===== config.mk =====
export PLATFORM = sky130hd
export DESIGN_NAME = sync_serial_shift_unit
export DESIGN_NICKNAME = d
export VERILOG_FILES = /design/src/include/sssu_pkg.sv /design/src/sync_serial_shift_unit.sv /design/src/sssu_pin_sync.sv
export SDC_FILE = /design/constraint.sdc
export NUM_CORES = 1
export LEC_CHECK = 0
export BUFFER_PORTS_ARGS = -buffer_cell sky130_fd_sc_hd__buf_2
export CAP_MARGIN = 15
export CELL_PAD_IN_SITES_DETAIL_PLACEMENT = 0
export CELL_PAD_IN_SITES_GLOBAL_PLACEMENT = 2
export CORE_MARGIN = 1
export CORE_UTILIZATION = 25
export DETAILED_ROUTE_END_ITERATION = 16
export HOLD_SLACK_MARGIN = 0.02
export PLACE_DENSITY = 0.6
export SYNTH_ARGS = -nofsm -noshare
export SYNTH_HDL_FRONTEND = slang
export SYNTH_SLANG_ARGS = --single-unit
export TNS_END_PERCENT = 1

===== constraint.sdc =====
create_clock -name clk -period 3.2 [get_ports clk]
set_clock_uncertainty 0.15 [all_clocks]
set_input_delay 0.64 -clock clk [delete_from_list [all_inputs] [get_ports clk]]
set_output_delay 0.64 -clock clk [all_outputs]
set_load 0.01 [all_outputs]

===== src/include/sssu_pkg.sv =====
// Package for the clock-synchronous serial shift unit: register map, field positions,
// reset values, controller states and the packed state records of both modules.
// Assumes a single 40 MHz clock and an 8-bit register port.
package sssu_pkg;

	// Register indices on the plain register port
	localparam logic [2:0] ADDR_MODE = 3'h0;
	localparam logic [2:0] ADDR_LOWER = 3'h1;
	localparam logic [2:0] ADDR_UPPER = 3'h2;
	localparam logic [2:0] ADDR_PORT = 3'h3;
	localparam logic [2:0] ADDR_IRQ = 3'h4;
	localparam logic [2:0] ADDR_PINSEL = 3'h5;

	// serial_mode_reg fields
	localparam int MODE_WIDTH_BIT = 6;
	localparam int MODE_EN_HI = 5;
	localparam int MODE_EN_LO = 4;
	localparam int MODE_EXT_BIT = 3;
	localparam int MODE_DIV_HI = 2;
	localparam int MODE_DIV_LO = 0;

	// serial_port_reg, interrupt and pin-function fields
	localparam int PORT_IDLE_BIT = 7;
	localparam int IRQ_FLAG_BIT = 0;
	localparam int IRQ_EN_BIT = 1;
	localparam int PIN_OUT_BIT = 3;
	localparam int PIN_IN_BIT = 2;
	localparam int PIN_CLK_BIT = 1;
	localparam int PIN_OD_BIT = 0;

	// Reset values
	localparam logic [7:0] MODE_RESET = 8'h00;
	localparam logic [7:0] DATA_RESET = 8'h00;
	localparam logic [3:0] PINSEL_RESET = 4'h0;
	localparam logic [7:0] READ_IDLE = 8'h00;

	// Word lengths and internal clock divider
	localparam logic [4:0] BYTE_BITS = 5'h08;
	localparam logic [4:0] HALF_BITS = 5'h10;
	localparam int DIV_W = 8;
	localparam logic [DIV_W-1:0] DIV_ONE = 8'h01;

	typedef enum logic [1:0] {
		ST_START_PEND,
		ST_CLK_PEND,
		ST_XFER
	} sssu_state_t;

	typedef struct packed {
		sssu_state_t state;
		logic [4:0] bitCount;
		logic [7:0] mode;
		logic [7:0] lower;
		logic [7:0] upper;
		logic [3:0] pinSel;
		logic outBit;
		logic irqFlag;
		logic irqEnable;
		logic runClk;
		logic sckLevel;
		logic [DIV_W-1:0] divCount;
		logic [7:0] rdData;
	} sssu_regs_t;

	typedef struct packed {
		logic stage1;
		logic stage2;
		logic prev;
	} sssu_sync_t;

endpackage


===== src/sync_serial_shift_unit.sv =====
// Clock-synchronous serial shift unit: 8/16-bit LSB-first send, receive or full duplex.
// Assumes one 40 MHz clock, a plain register port and an external serial peer on pins.
//
// The placing of the registers and the strobed register port were decided locally.
`timescale 1ns/10ps
`default_nettype none

// Contract
// - Any mode register write reinitialises state and enters serial start pending.
// - In start pending, shift-clock edges are ignored and nothing shifts.
// - Mode register read in start pending moves to transfer clock pending.
// - In clock pending, the first clock pulse starts counting, shifting, transfer state.
// - Continuous clock mode drives clock from clock pending, never enters transfer.
// - After 8 or 16 cycles, clear counter, return to clock pending.
// - Mode write during transfer clears counter and goes to start pending.
// - Every exit from transfer sets the interrupt flag as the counter clears.
// - Internal clock: start read starts the clock, stopping after 8 or 16 cycles.
// - After internal transfer no clock until next start; data-out holds last bit.
// - Between transfers, port register bit 7 sets the data-out level.
// - External clock: continued pulses after completion start a new word.
// - Start read during a transfer is an error and sets the interrupt flag.
// - Byte mode uses the lower register; halfword uses upper and lower.
// - Internal clock pulses are driven while transmit data shifts out.
// - Full duplex sends and samples simultaneously on the same clock.
// - Completion and error share one interrupt, gated by an enable bit.
// - Extra clock pulses show as flag set again by the mode write.
// - LSB first; send changes on falling edge, receive latches on rising edge.
// - Counter cleared by start read, counts from first fall, increments on rises.
module sync_serial_shift_unit (
	input wire logic clk,
	input wire logic reset_n,
	input wire logic [2:0] addr,
	input wire logic [7:0] wrData,
	input wire logic wrStrobe,
	input wire logic rdStrobe,
	output logic [7:0] rdData,
	input wire logic sckIn,
	output logic sckOut,
	output logic sckOe,
	input wire logic dataIn,
	output logic dataOut,
	output logic dataOutOe,
	output logic serialIrq
);

	sssu_pkg::sssu_regs_t r;
	sssu_pkg::sssu_regs_t next_r;

	logic sckSync;
	logic sckRise;
	logic sckFall;
	logic dinSync;

	sssu_pin_sync u_sck_sync (
		.clk(clk),
		.reset_n(reset_n),
		.pinIn(sckIn),
		.level(sckSync),
		.rise(sckRise),
		.fall(sckFall)
	);

	sssu_pin_sync u_din_sync (
		.clk(clk),
		.reset_n(reset_n),
		.pinIn(dataIn),
		.level(dinSync),
		.rise(),
		.fall()
	);

	// Half period of the internal shift clock in clk cycles
	function automatic logic [sssu_pkg::DIV_W-1:0] half_period(input logic [7:0] mode);
		half_period = sssu_pkg::DIV_ONE << mode[sssu_pkg::MODE_DIV_HI:sssu_pkg::MODE_DIV_LO];
	endfunction

	function automatic logic is_access(input logic strobe, input logic [2:0] a,
		input logic [2:0] target);
		is_access = strobe && (a == target);
	endfunction

	logic extClk;
	logic contMode;
	logic [4:0] wordBits;
	logic shFall;
	logic shRise;
	logic setFlag;
	logic rxBit;
	logic [sssu_pkg::DIV_W-1:0] halfCount;

	always_comb begin
		next_r = r;
		setFlag = 1'b0;
		shFall = 1'b0;
		shRise = 1'b0;
		extClk = r.mode[sssu_pkg::MODE_EXT_BIT];
		contMode = (r.mode[sssu_pkg::MODE_EN_HI:sssu_pkg::MODE_EN_LO] == 2'b00) && !extClk;
		wordBits = r.mode[sssu_pkg::MODE_WIDTH_BIT] ? sssu_pkg::HALF_BITS
			: sssu_pkg::BYTE_BITS;
		halfCount = half_period(r.mode) - sssu_pkg::DIV_ONE;
		rxBit = r.pinSel[sssu_pkg::PIN_IN_BIT] ? dinSync : 1'b1;
		next_r.rdData = sssu_pkg::READ_IDLE;

		// Shift clock source: internal divider or synchronised pin
		if (extClk) begin
			shFall = sckFall && r.pinSel[sssu_pkg::PIN_CLK_BIT];
			shRise = sckRise && r.pinSel[sssu_pkg::PIN_CLK_BIT];
		end else if (r.runClk) begin
			if (r.divCount == '0) begin
				next_r.divCount = halfCount;
				next_r.sckLevel = !r.sckLevel;
				shFall = r.sckLevel;
				shRise = !r.sckLevel;
			end else begin
				next_r.divCount = r.divCount - sssu_pkg::DIV_ONE;
			end
		end

		// Controller
		case (r.state)
			sssu_pkg::ST_START_PEND: begin
				// Clock edges have no effect here
				next_r.bitCount = '0;
			end
			sssu_pkg::ST_CLK_PEND: begin
				if (shFall && !contMode) begin
					next_r.state = sssu_pkg::ST_XFER;
					next_r.outBit = r.lower[0];
				end
			end
			sssu_pkg::ST_XFER: begin
				if (shFall) begin
					next_r.outBit = r.lower[0];
				end
				if (shRise) begin
					// Received bit enters at the top of the active word
					if (r.mode[sssu_pkg::MODE_WIDTH_BIT]) begin
						next_r.upper = {rxBit, r.upper[7:1]};
						next_r.lower = {r.upper[0], r.lower[7:1]};
					end else begin
						next_r.lower = {rxBit, r.lower[7:1]};
					end
					if (r.bitCount + 5'h01 == wordBits) begin
						next_r.bitCount = '0;
						next_r.state = sssu_pkg::ST_CLK_PEND;
						setFlag = 1'b1;
						if (!extClk) begin
							next_r.runClk = 1'b0;
						end
					end else begin
						next_r.bitCount = r.bitCount + 5'h01;
					end
				end
			end
			default: begin
				next_r.state = sssu_pkg::ST_START_PEND;
			end
		endcase

		// Mode register read: start or error
		if (is_access(rdStrobe, addr, sssu_pkg::ADDR_MODE)) begin
			next_r.bitCount = '0;
			if (r.state == sssu_pkg::ST_START_PEND) begin
				next_r.state = sssu_pkg::ST_CLK_PEND;
				next_r.runClk = !extClk;
				next_r.sckLevel = 1'b1;
				next_r.divCount = halfCount;
			end else if (r.state == sssu_pkg::ST_XFER) begin
				next_r.state = sssu_pkg::ST_CLK_PEND;
				next_r.runClk = 1'b0;
				next_r.sckLevel = 1'b1;
				setFlag = 1'b1;
			end
		end

		// Register writes
		if (wrStrobe) begin
			case (addr)
				sssu_pkg::ADDR_MODE: begin
					next_r.mode = wrData;
					next_r.state = sssu_pkg::ST_START_PEND;
					next_r.bitCount = '0;
					next_r.runClk = 1'b0;
					next_r.sckLevel = 1'b1;
					next_r.divCount = '0;
					if (r.state == sssu_pkg::ST_XFER) begin
						setFlag = 1'b1;
					end
				end
				sssu_pkg::ADDR_LOWER: begin
					next_r.lower = wrData;
				end
				sssu_pkg::ADDR_UPPER: begin
					next_r.upper = wrData;
				end
				sssu_pkg::ADDR_PORT: begin
					if (r.state != sssu_pkg::ST_XFER) begin
						next_r.outBit = wrData[sssu_pkg::PORT_IDLE_BIT];
					end
				end
				sssu_pkg::ADDR_IRQ: begin
					next_r.irqFlag = wrData[sssu_pkg::IRQ_FLAG_BIT];
					next_r.irqEnable = wrData[sssu_pkg::IRQ_EN_BIT];
				end
				sssu_pkg::ADDR_PINSEL: begin
					next_r.pinSel = wrData[3:0];
				end
				default: begin
				end
			endcase
		end

		// Hardware set wins over a software clear in the same cycle
		if (setFlag) begin
			next_r.irqFlag = 1'b1;
		end

		// Read data appear in the following cycle only
		if (rdStrobe) begin
			case (addr)
				sssu_pkg::ADDR_MODE: begin
					next_r.rdData = r.mode;
				end
				sssu_pkg::ADDR_LOWER: begin
					next_r.rdData = r.lower;
				end
				sssu_pkg::ADDR_UPPER: begin
					next_r.rdData = r.upper;
				end
				sssu_pkg::ADDR_PORT: begin
					next_r.rdData = {r.outBit, 1'b0, r.bitCount, sckSync};
				end
				sssu_pkg::ADDR_IRQ: begin
					next_r.rdData = {4'h0, r.state, r.irqEnable, r.irqFlag};
				end
				sssu_pkg::ADDR_PINSEL: begin
					next_r.rdData = {4'h0, r.pinSel};
				end
				default: begin
					next_r.rdData = sssu_pkg::READ_IDLE;
				end
			endcase
		end
	end

	always_ff @(posedge clk or negedge reset_n) begin
		if (!reset_n) begin
			r.state <= sssu_pkg::ST_START_PEND;
			r.bitCount <= '0;
			r.mode <= sssu_pkg::MODE_RESET;
			r.lower <= sssu_pkg::DATA_RESET;
			r.upper <= sssu_pkg::DATA_RESET;
			r.pinSel <= sssu_pkg::PINSEL_RESET;
			r.outBit <= 1'b1;
			r.irqFlag <= 1'b0;
			r.irqEnable <= 1'b0;
			r.runClk <= 1'b0;
			r.sckLevel <= 1'b1;
			r.divCount <= '0;
			r.rdData <= sssu_pkg::READ_IDLE;
		end else begin
			r <= next_r;
		end
	end

	assign rdData = r.rdData;
	assign sckOut = r.sckLevel;
	assign sckOe = r.pinSel[sssu_pkg::PIN_CLK_BIT] && !r.mode[sssu_pkg::MODE_EXT_BIT];
	assign dataOut = r.outBit;
	// Open-drain drives only the low level
	assign dataOutOe = r.pinSel[sssu_pkg::PIN_OUT_BIT]
		&& (!r.pinSel[sssu_pkg::PIN_OD_BIT] || !r.outBit);
	assign serialIrq = r.irqFlag && r.irqEnable;

endmodule // sync_serial_shift_unit

`default_nettype wire


===== src/sssu_pin_sync.sv =====
// Two-flop synchroniser for one pin, with edge pulses taken after the second flop.
// Assumes the pin is asynchronous to clk.
`timescale 1ns/10ps
`default_nettype none

module sssu_pin_sync (
	input wire logic clk,
	input wire logic reset_n,
	input wire logic pinIn,
	output logic level,
	output logic rise,
	output logic fall
);

	sssu_pkg::sssu_sync_t r;
	sssu_pkg::sssu_sync_t next_r;

	always_comb begin
		next_r.stage1 = pinIn;
		next_r.stage2 = r.stage1;
		next_r.prev = r.stage2;
	end

	always_ff @(posedge clk or negedge reset_n) begin
		if (!reset_n) begin
			// Idle-high reset level, so no false rise follows reset on the clock pin
			r <= '1;
		end else begin
			r <= next_r;
		end
	end

	assign level = r.stage2;
	assign rise = r.stage2 & ~r.prev;
	assign fall = ~r.stage2 & r.prev;

endmodule // sssu_pin_sync

`default_nettype wire


==> results of run 1 <==
## final cells by class
cell class	count	area share [%]
well taps	180	5.407
clock inverters	1	0.1202
multi-input cells	288	44.31
clock buffers	13	6.729
flip-flops and latches	61	36.86
repair buffers	38	5.407
inverters	13	1.172
## cell usage after synthesis, types with 5 or more instances
cell,number,area (um^2)
and2_1,9,56.30
a21oi_1,16,80.08
clkbuf_1,11,41.29
nor2b_1,7,43.79
nor2_1,23,86.33
dfrtp_1,54,1351
buf_2,5,25.02
ha_1,10,125.1
nand3_1,8,40.04
nor3_1,9,45.04
mux2i_1,22,220.2
inv_1,13,48.80
mux2_2,6,67.56
o21ai_0,27,135.1
dfstp_2,7,183.9
nand2_1,62,232.7
buf_4,8,60.06
o22ai_1,6,37.54
a31oi_1,12,75.07
## final timing paths
path / startpoint / endpoint / slack (ps)
min in group clk: u_din_sync.next_r[1] / u_din_sync.level / 200
worst min register to register: u_din_sync.next_r[1] / u_din_sync.level / 200
worst min-delay path: reset_n / rdData[5] / 170
max in group asynchronous: reset_n / u_sck_sync.level / 2030
worst max register to register: r[13] / r[28] / 540
worst max-delay path: r[13] / r[28] / 540
## metrics by stage
stage	hold slack, ps	instance area [um^2]
final	168.1	4165
after global routing	207.2	4165
after global placement	195.6	3880
after detailed placement	197.5	3880
after floorplan	194.4	3596
after CTS	187.9	4165
## routing by layer
layer	GRT usage [%]	vias to the layer above	routed length, um
met1	22.84	1429	5305
met2	23.13	53	4611
met5	0	-	0
met4	5.633	0	164
li1	-	1410	-
met3	3.745	14	482
## cell families after synthesis
logic type	after synthesis
AOI/OAI and AO/OA	92
xor gates and xnor gates	6
adders and majority gates	10
buffers and inverters	40
and+or+nand+nor	151
DFF	61
muxes	29
## where the power goes
| part | internal (mW) | total, mW | switching (mW) |
|---|---|---|---|
| clock network | 0.598 | 0.945 | 0.347 |
| logic | 0.362 | 0.784 | 0.422 |
| registers | 0.950 | 1.15 | 0.198 |
| total | 1.91 | 2.88 | 0.967 |
==> metrics.txt, run 1 <==
Avg Synthesized Cell Area=9.244 um^2; Critical path buffers and inverters=0; CTS clk-pin slew, worst paths=50 ps; per-cell routed wire length=17.78 um; slew of the pin with the lowest slew margin=621.4 ps; number of enable flip-flop cells after synthesis=0; Setup WS pre-CTS=555.6 ps; number of vias per cell=4.892; Post-Synth Adder-Cell Area=3.479%; CP Class=flip-flop to flip-flop; Worst EP required=3300 ps; Finish-stage setup viols=0; Antenna Nets Post-Route=0; ANT cells=0; first-pass GRT wire length=17370 um; max-cap viol count=0; Hold Buf Count CTS=0; ys async rst share=100.0%; PwrDens=690.8 nW/um^2; area grow syn2layout=15.83%; I/O pin count=30; CTS Buffer Depth=2; post-cts sizing count=0; Die X=121.9 um; register area share after synthesis=42.69%; Netlist cell types=65; biggest regs=r x45, rdData x8; R2R depth=8; post-synthesis register bit count=61; Util after Layout=29.89%; Pins Over Slew Limit=0; DRC=0; final period utilization=83.14%; Net Count, Synth=416; FF/Latch Area=1535 um^2; static leakage=1.888 nW; Post-Route WL=10560 um; Synth Area in Simple Gates=21.29%; worst skew pair latency=340 ps; Tot Pwr=2.877 mW; Netlist Area Pre-Place=3596 um^2; Final Worst Setup Slack=539.6 ps; GRT overflow=0; critical path, cell by cell=or4_4 > nor3b_2 > ha_1 > and3b_2 > o21ai_2 > nor2_1 > nand2_1 > a31oi_1; layout filler cell count=1470; leading cell type in the layout, fill and taps excluded=nand2_1; Cell Rows=43; slowest stage cell, crit path=or4_4; Mapped Cells=389; RSZ-0062 raised after global routing=no; post-layout min period=2660 ps; post-synthesis xor/xnor area fraction=1.461%; Worst setup EP type=flip-flop; Worst slew margin=58.58%; status=complete, no violations; Core Footprint=13930 um^2; Max FO, Critical Path=8; die area=14870 um^2; synth warn=0; Hold Path Class=input pin to asynchronous set/reset pin; largest net degree at the start of global routing=38; Max Clock Freq=0.3759 GHz; max reg flops=45; TNS Setup=0 ps; CP Launch Type=flip-flop; Num CTS Buffers=9; non-filler cells, final=594; critical path's largest stage delay=560 ps; port bufs=29; Net count, final=438; crit path DAT=2760 ps; placed instance count=580; commonest cells after routing, fill and taps aside=62 x nand2_1, 54 x dfrtp_1, 29 x buf_2, 27 x o21ai_0, 23 x nor2_1; Peak supply drop=0.0002360 V; clock sink count=61; gpl congestion=0.7737; drt first pass iters=4; area of the multi-input gates=1846 um^2; Compound-Gate Fraction of Synth Area=16.46%; critical path depth=8; Clock Tree Root=clkbuf_16; Top delay family on crit path=simple AND/OR/NAND/NOR gates; vias=2906; main flop type after synthesis=dfrtp_1; Initial Util=25.81%; largest family of logic cells by synthesized area=simple AND/OR/NAND/NOR gates; htree depth=3; via count of the first global-routing pass=2923; DR iter-0 viols=224; post-synthesis mux area share=8.629%; share of layout cells above drive strength 1=20.53%; Hold Fails Final Rpt=0; Reg with most FFs=r; Overall Global Routing Usage=15.94%; Detail Placement HPWL=7803 um; Die Y=121.9 um; CTS tree=yes; initial antenna violation count=0; Post-CTS Setup Inserts=0
Note: power is estimated with default switching activity, not from simulation.
==> inputs of run 2 (changes only) <==
==> constraint.sdc (replaced) <==
create_clock -name clk -period 2.6 [get_ports clk]
set_clock_uncertainty 0.15 [all_clocks]
set_input_delay 0.52 -clock clk [delete_from_list [all_inputs] [get_ports clk]]
set_output_delay 0.52 -clock clk [all_outputs]
set_load 0.01 [all_outputs]
==> run 2 against run 1 <==
Non-clock buffer count increased by 20. Hold slack got worse by 36 ps. Global-route usage decreased by 0.22 points. Final area increased by 5.7%. Die area unchanged. Core utilization increased by 1.7 points. Fmax increased by 4.7%. Via count increased by 1.7%. First-iteration DRC count decreased by 43%. Final cell count increased by 3.7%.
==> metrics.txt, run 2 (synthesis gave the netlist of run 1 again) <==
Post-Route WL=10540 um (was 10560 um); CP Launch Type=flip-flop (unchanged); I/O pin count=30 (unchanged); Die Y=121.9 um (unchanged); flop2flop setup slack=60 ps (was 540 ps); Max FO, Critical Path=4 (was 8); CTS clk-pin slew, worst paths=50 ps (about the same); Antenna Nets Post-Route=0 (unchanged); sequential power share=36.1% (was 39.9%); slew of the pin with the lowest slew margin=596.1 ps (was 621.4 ps); area grow syn2layout=22.44% (was 15.83%); ANT cells=0 (unchanged); internal power=2.612 mW (was 1.910 mW); share of layout cells above drive strength 1=25.46% (was 20.53%); leading cell type in the layout, fill and taps excluded=nand2_1 (unchanged); Max Clock Freq=0.3935 GHz (was 0.3759 GHz); Tot Pwr=3.851 mW (was 2.877 mW); vias=2954 (was 2906); Switching Fraction=32.16% (was 33.61%); Net count, final=458 (was 438); Detail Placement HPWL=8037 um (was 7803 um); crit path DAT=2650 ps (was 2760 ps); Worst slew margin=60.15% (was 58.58%); CTS Buffer Depth=2 (unchanged); largest net degree at the start of global routing=23 (was 38); htree depth=3 (unchanged); gpl congestion=0.7709 (was 0.7737); via count of the first global-routing pass=2914 (was 2923); initial antenna violation count=0 (unchanged); FF/Latch Area=1535 um^2 (unchanged); Overall Global Routing Usage=15.72% (was 15.94%); number of vias per cell=4.795 (was 4.892); CTS tree=yes (unchanged); Peak supply drop=0.0003240 V (was 0.0002360 V); hold slack=132.6 ps (was 168.1 ps); DR iter-0 viols=128 (was 224); Reg with most FFs=r (unchanged); commonest cells after routing, fill and taps aside=61 x nand2_1, 54 x dfrtp_1, 29 x buf_2, 26 x buf_4 (was 62 x nand2_1, 54 x dfrtp_1, 29 x buf_2, 27 x o21ai_0, 23 x nor2_1); biggest regs=r x45, rdData x8 (unchanged); GRT overflow=0 (unchanged); port bufs=29 (unchanged); Clk network pwr share=35.9% (was 32.8%); Worst EP required=2710 ps (was 3300 ps); Util after Layout=31.60% (was 29.89%); PwrDens=874.6 nW/um^2 (was 690.8 nW/um^2); DRC=0 (unchanged); static leakage=2.014 nW (was 1.888 nW); status=complete, no violations (unchanged); clock sink count=61 (unchanged); Die X=121.9 um (unchanged); area of the multi-input gates=1876 um^2 (was 1846 um^2); Hold Path Class=input pin to flip-flop (was input pin to asynchronous set/reset pin); die area=14870 um^2 (unchanged); Comb pwr share=28.0% (was 27.2%); max-cap viol count=0 (unchanged); Pins Over Slew Limit=0 (unchanged); Num CTS Buffers=9 (unchanged); post-layout min period=2541 ps (was 2660 ps); Core Footprint=13930 um^2 (unchanged); first-pass GRT wire length=16900 um (was 17370 um); final period utilization=97.75% (was 83.14%); worst skew pair latency=340 ps (about the same); Finish-stage setup viols=0 (unchanged); per-cell routed wire length=17.11 um (was 17.78 um); drt first pass iters=4 (unchanged); max reg flops=45 (unchanged); Initial Util=25.81% (unchanged); layout filler cell count=1431 (was 1470); Cell Rows=43 (unchanged); Clock Tree Root=clkbuf_16 (unchanged); RSZ-0062 raised after global routing=yes (was no); Hold Fails Final Rpt=0 (unchanged); Worst setup EP type=flip-flop (unchanged); CP Class=flip-flop to flip-flop (unchanged); NetSw=1.238 mW (was 0.9669 mW)
-- run 2: changes by cell type in the layout (fill, tap and decap cells not counted), sizes merged --
cell,change
bufinv,+2
dlygate4sd3,+1
buf,+19
-- run 2: path summary, 6_finish.rpt --
kind | start | endpoint | depth (start not counted)
min reg2reg | u_sck_sync.next_r[1] | u_sck_sync.level | 0
min in group asynchronous | reset_n | r[29] | 2
min | sckIn | u_sck_sync.next_r[1] | 1
max in group asynchronous | reset_n | u_sck_sync.level | 3
max | r[11] | r[53] | 8
max reg2reg | r[11] | r[53] | 8
-- run 2: power by group through the flow --
| stage | clock, mW | sequential, mW | combinational (mW) |
|---|---|---|---|
| floorplan | 0 | 1.32 | 0.745 |
| global placement | 0 | 1.39 | 1.06 |
| detailed placement | 0 | 1.40 | 1.07 |
| CTS | 1.41 | 1.38 | 1.08 |
| global route | 1.44 | 1.42 | 1.22 |
| finish | 1.38 | 1.39 | 1.08 |
-- run 2: area by class of cell --
| type | instances | area share (%) |
|---|---|---|
| multi-input cells | 288 | 42.60 |
| inverters | 13 | 1.108 |
| clock buffers | 13 | 6.365 |
| clock inverters | 3 | 1.478 |
| repair buffers | 58 | 8.468 |
| flip-flops and latches | 61 | 34.87 |
| well taps | 180 | 5.115 |
-- run 2: what timing repair did --
action	CTS	global route
endpoints found under the setup margin	1	17
setup buffers	0	2
hold buffers	1	0
gates resized for setup	2	13
pin swaps	0	8
hold endpoints to repair	18	0
-- run 2: stage by stage --
| step | TNS (ps) | setup slack, ps | area, um^2 | std cells |
|---|---|---|---|---|
| 2_1_floorplan | 0 | 11.96 | 3596 | 389 |
| 3_3_place_gp | 0 | 16.94 | 3995 | 597 |
| 3_5_place_dp | -20.93 | -20.93 | 3995 | 597 |
| 4_1_cts | 0 | 16.43 | 4359 | 614 |
| 5_1_grt | -139.6 | -44.03 | 4403 | 616 |
| 6_report | 0 | 58.52 | 4403 | 616 |
-- run 2: worst max-delay path, stage by stage, from the launching register on --
cell and delay, ps:
dfrtp_1 380, or4_4 570, nor3b_4 240, ha_2 190
and3b_2 220, o21ai_4 80, buf_4 160, or3_1 360
a21oi_1 120
-- run 2: routing by layer --
metal  wire length (um)  global-route usage, %  vias to the layer above
met3                495                  3.699                       13
met4                157                  5.941                        0
li1                   -                      -                     1460
met1               5228                  21.99                     1433
met2               4660                  23.27                       48
met5                  0                      0                        -
==> inputs of run 3 (changes only) <==
--- a/config.mk
+++ b/config.mk
@@ -5,6 +5,7 @@
 export SDC_FILE = /design/constraint.sdc
 export NUM_CORES = 1
 export LEC_CHECK = 0
+export ABC_AREA = 1
 export BUFFER_PORTS_ARGS = -buffer_cell sky130_fd_sc_hd__buf_2
 export CAP_MARGIN = 15
 export CELL_PAD_IN_SITES_DETAIL_PLACEMENT = 0
@@ -13,7 +14,7 @@
 export CORE_UTILIZATION = 25
 export DETAILED_ROUTE_END_ITERATION = 16
 export HOLD_SLACK_MARGIN = 0.02
-export PLACE_DENSITY = 0.6
+export PLACE_DENSITY = 0.63
 export SYNTH_ARGS = -nofsm -noshare
 export SYNTH_HDL_FRONTEND = slang
 export SYNTH_SLANG_ARGS = --single-unit
==> run 3 against run 2 <==
Fmax grew 5.8%. Largest power group is now the clock network. Critical endpoint is now r[27]. Area after synthesis rose by 0.49%. Register-to-register slack better by 140 ps.
==> metrics.txt, run 3 <==
Cell Rows=43 (unchanged); Num CTS Buffers=9 (unchanged); number of vias per cell=4.702 (was 4.795); critical path's largest stage delay=370 ps (was 570 ps); DR iter-0 viols=234 (was 128); Area contributors post-synth=dfrtp_1 37%, nand2_1 11%, inv_1 6.3% (was dfrtp_1 38%, nand2_1 6.5%, mux2i_1 6.1%); worst skew pair latency=340 ps (about the same); number of enable flip-flop cells after synthesis=0 (unchanged); ys async rst share=100.0% (unchanged); Overall Global Routing Usage=15.72% (about the same); Mapped Cells=467 (was 389); Final Instance Area=4298 um^2 (was 4403 um^2); PwrDens=875.1 nW/um^2 (was 874.6 nW/um^2); critical path, cell by cell=inv_1 > ha_2 > nand3_1 > nor3_2 > ha_2 > nand2_2 > nand2_4 > nand2_8 > nor2_4 > buf_4 > o211ai_2 > o21ai_1 > inv_2 (was or4_4 > nor3b_4 > ha_2 > and3b_2 > o21ai_4 > buf_4 > or3_1 > a21oi_1); per-cell routed wire length=16.05 um (was 17.11 um); port bufs=29 (unchanged); via count of the first global-routing pass=3007 (was 2914); main flop type after synthesis=dfrtp_1 (unchanged); Final Worst Setup Slack=198.6 ps (was 58.52 ps); Core Footprint=13990 um^2 (was 13930 um^2); Worst slew margin=58.82% (was 60.15%); Finish-stage setup viols=0 (unchanged); register area share after synthesis=42.49% (was 42.69%); clock sink count=61 (unchanged); final period utilization=92.36% (was 97.75%); most frequent cell on the critical path=ha_2; hold slack=34.00 ps (was 132.6 ps); Net count, final=523 (was 458); GRT overflow=0 (unchanged); Pins Over Slew Limit=0 (unchanged); Die Y=122.2 um (was 121.9 um); commonest cells after routing, fill and taps aside=108 x nand2_1, 60 x inv_1, 54 x dfrtp_1, 45 x o21ai_0, 35 x nor2_1 (was 61 x nand2_1, 54 x dfrtp_1, 29 x buf_2, 26 x buf_4); largest net degree at the start of global routing=28 (was 23); first-pass GRT wire length=17180 um (was 16900 um); DRC=0 (unchanged); max-cap viol count=0 (unchanged); leading cell type in the layout, fill and taps excluded=nand2_1 (unchanged); Synth top cells by count=108 x nand2_1, 61 x inv_1, 54 x dfrtp_1 (was 62 x nand2_1, 54 x dfrtp_1, 27 x o21ai_0); drt first pass iters=5 (was 4); vias=3202 (was 2954); biggest regs=r x45, rdData x8 (unchanged); CTS Buffer Depth=2 (unchanged); TNS Setup=0 ps (unchanged); Worst setup EP type=flip-flop (unchanged); layout filler cell count=1520 (was 1431); die area=14940 um^2 (was 14870 um^2); post-synthesis register bit count=61 (unchanged); area grow syn2layout=18.94% (was 22.44%); most frequent cell after synthesis=nand2_1 (unchanged); Netlist Area Pre-Place=3613 um^2 (was 3596 um^2); Netlist cell types=38 (was 65); post-layout min period=2401 ps (was 2541 ps); R2R depth=13 (was 8); CTS tree=yes (unchanged); initial antenna violation count=0 (unchanged); Setup WS pre-CTS=132.6 ps (was -20.93 ps); CTS clk-pin slew, worst paths=60 ps (was 50 ps); gpl congestion=0.7830 (was 0.7709); Worst EP required=2680 ps (was 2710 ps); worst reg2reg startpoint=r[8] (was r[11]); CP Class=flip-flop to flip-flop (unchanged); Max Clock Freq=0.4164 GHz (was 0.3935 GHz); CP Launch Type=flip-flop (unchanged); non-filler cells, final=681 (was 616); status=complete, no violations (unchanged); slowest stage cell, crit path=dfrtp_1 (was or4_4); Hold Fails Final Rpt=0 (unchanged); flop2flop setup slack=200 ps (was 60 ps); Post-Route WL=10930 um (was 10540 um); Max FO, Critical Path=15 (was 4); Antenna Nets Post-Route=0 (unchanged); Synth area leader=dfrtp_1 (unchanged); max reg flops=45 (unchanged); synth warn=0 (unchanged); Clock Tree Root=clkbuf_16 (unchanged); area share of the largest cell type after synthesis=37.40% (was 37.58%); Reg with most FFs=r (unchanged); Avg Synthesized Cell Area=7.738 um^2 (was 9.244 um^2); Hold Path Class=input pin to asynchronous set/reset pin (was input pin to flip-flop); share of layout cells above drive strength 1=17.96% (was 25.46%); Reg2Reg Capture Point=r[27] (was r[53]); ANT cells=0 (unchanged); post-placement cell area=3908 um^2 (was 3995 um^2); static leakage=2.073 nW (was 2.014 nW); Hold Buf Count CTS=0 (was 1); slew of the pin with the lowest slew margin=617.7 ps (was 596.1 ps); I/O pin count=30 (unchanged); Net Count, Synth=494 (was 416); Detail Placement HPWL=8325 um (was 8037 um); Die X=122.2 um (was 121.9 um); Peak supply drop=0.0003881 V (was 0.0003240 V); Initial Util=25.83% (was 25.81%); htree depth=3 (unchanged); crit path DAT=2480 ps (was 2650 ps); placed instance count=664 (was 597)
run 3: cell count changes in the layout (fill, tap and decap cells not counted), moves of 10 or more:
cell,delta
a21oi_1,+11
buf_4,-20
inv_1,+47
inv_2,+10
mux2i_1,-22
nand2_1,+47
nand4_1,+10
nor2_1,+14
o21ai_0,+23
run 3: what timing repair did:
item | in CTS | in global routing
buffers inserted | 0 | 1
setup endpoints to repair | 0 | 11
gates resized for setup | 0 | 6
run 3: worst max-delay path by stage:
stage | start | end | slack [ps] | cells past startpoint
2_1_floorplan | r[8] | r[32] | 520 | 13
3_3_place_gp | r[8] | r[28] | 230 | 14
3_5_place_dp | r[8] | r[28] | 130 | 14
4_1_cts | r[8] | r[28] | 110 | 14
5_1_grt | r[8] | r[28] | -10 | 14
6_report | r[8] | r[27] | 200 | 13
run 3: area by class of cell:
cell class	count	area, um^2	share of cell area [%]
Clock inverter	3	90.09	2.096
Inverter	70	262.8	6.114
Sequential cell	61	1535	35.72
Multi-Input combinational cell	318	1704	39.65
Timing Repair Buffer	36	210.2	4.891
Tap cell	180	225.2	5.240
Clock buffer	13	270.3	6.288
run 3: worst max-delay path: cells and delay by family (launching register included):
kind                     cells  cell delay, ps
adder cells (fa/ha/maj)      2             410
flip-flops                   1             370
AND/OR/NAND/NOR              6             880
buffers and inverters        3             290
AO/OA/AOI/OAI                2             170
run 3: metrics by stage:
stage | power [mW] | utilization (%)
after floorplan | 1.993 | -
after global placement | 2.318 | 27.93
after detailed placement | 2.311 | 27.93
after CTS | 3.780 | 30.51
after global routing | 4.009 | 30.72
final | 3.761 | 30.72
run 3: metal layers:
layer | global-route usage (%) | vias to the layer above | routed length, um | part of all wire, %
met2 | 23.56 | 80 | 4884 | 45
li1 | - | 1608 | - | -
met5 | 0 | - | 0 | 0
met3 | 3.392 | 10 | 480 | 4.4
met4 | 5.107 | 0 | 125 | 1.1
met1 | 22.28 | 1504 | 5439 | 50
run 3: where the power goes:
part           total (mW)  switching, mW  leakage [nW]  internal, mW
Sequential           1.37          0.205         0.750          1.17
Clock                1.45          0.433         0.176          1.01
Combinational       0.940          0.597          1.15         0.344
run 3: cell families (layout without fill, tap and decap cells):
family	Yosys count	after routing	share of synthesized area [%]
compound gates	112	112	17.94
xor+xnor	3	3	0.7273
fa+ha+maj	10	10	3.463
buf+inv	88	122	10.98
flops	61	61	42.49
simple gates	193	193	24.41
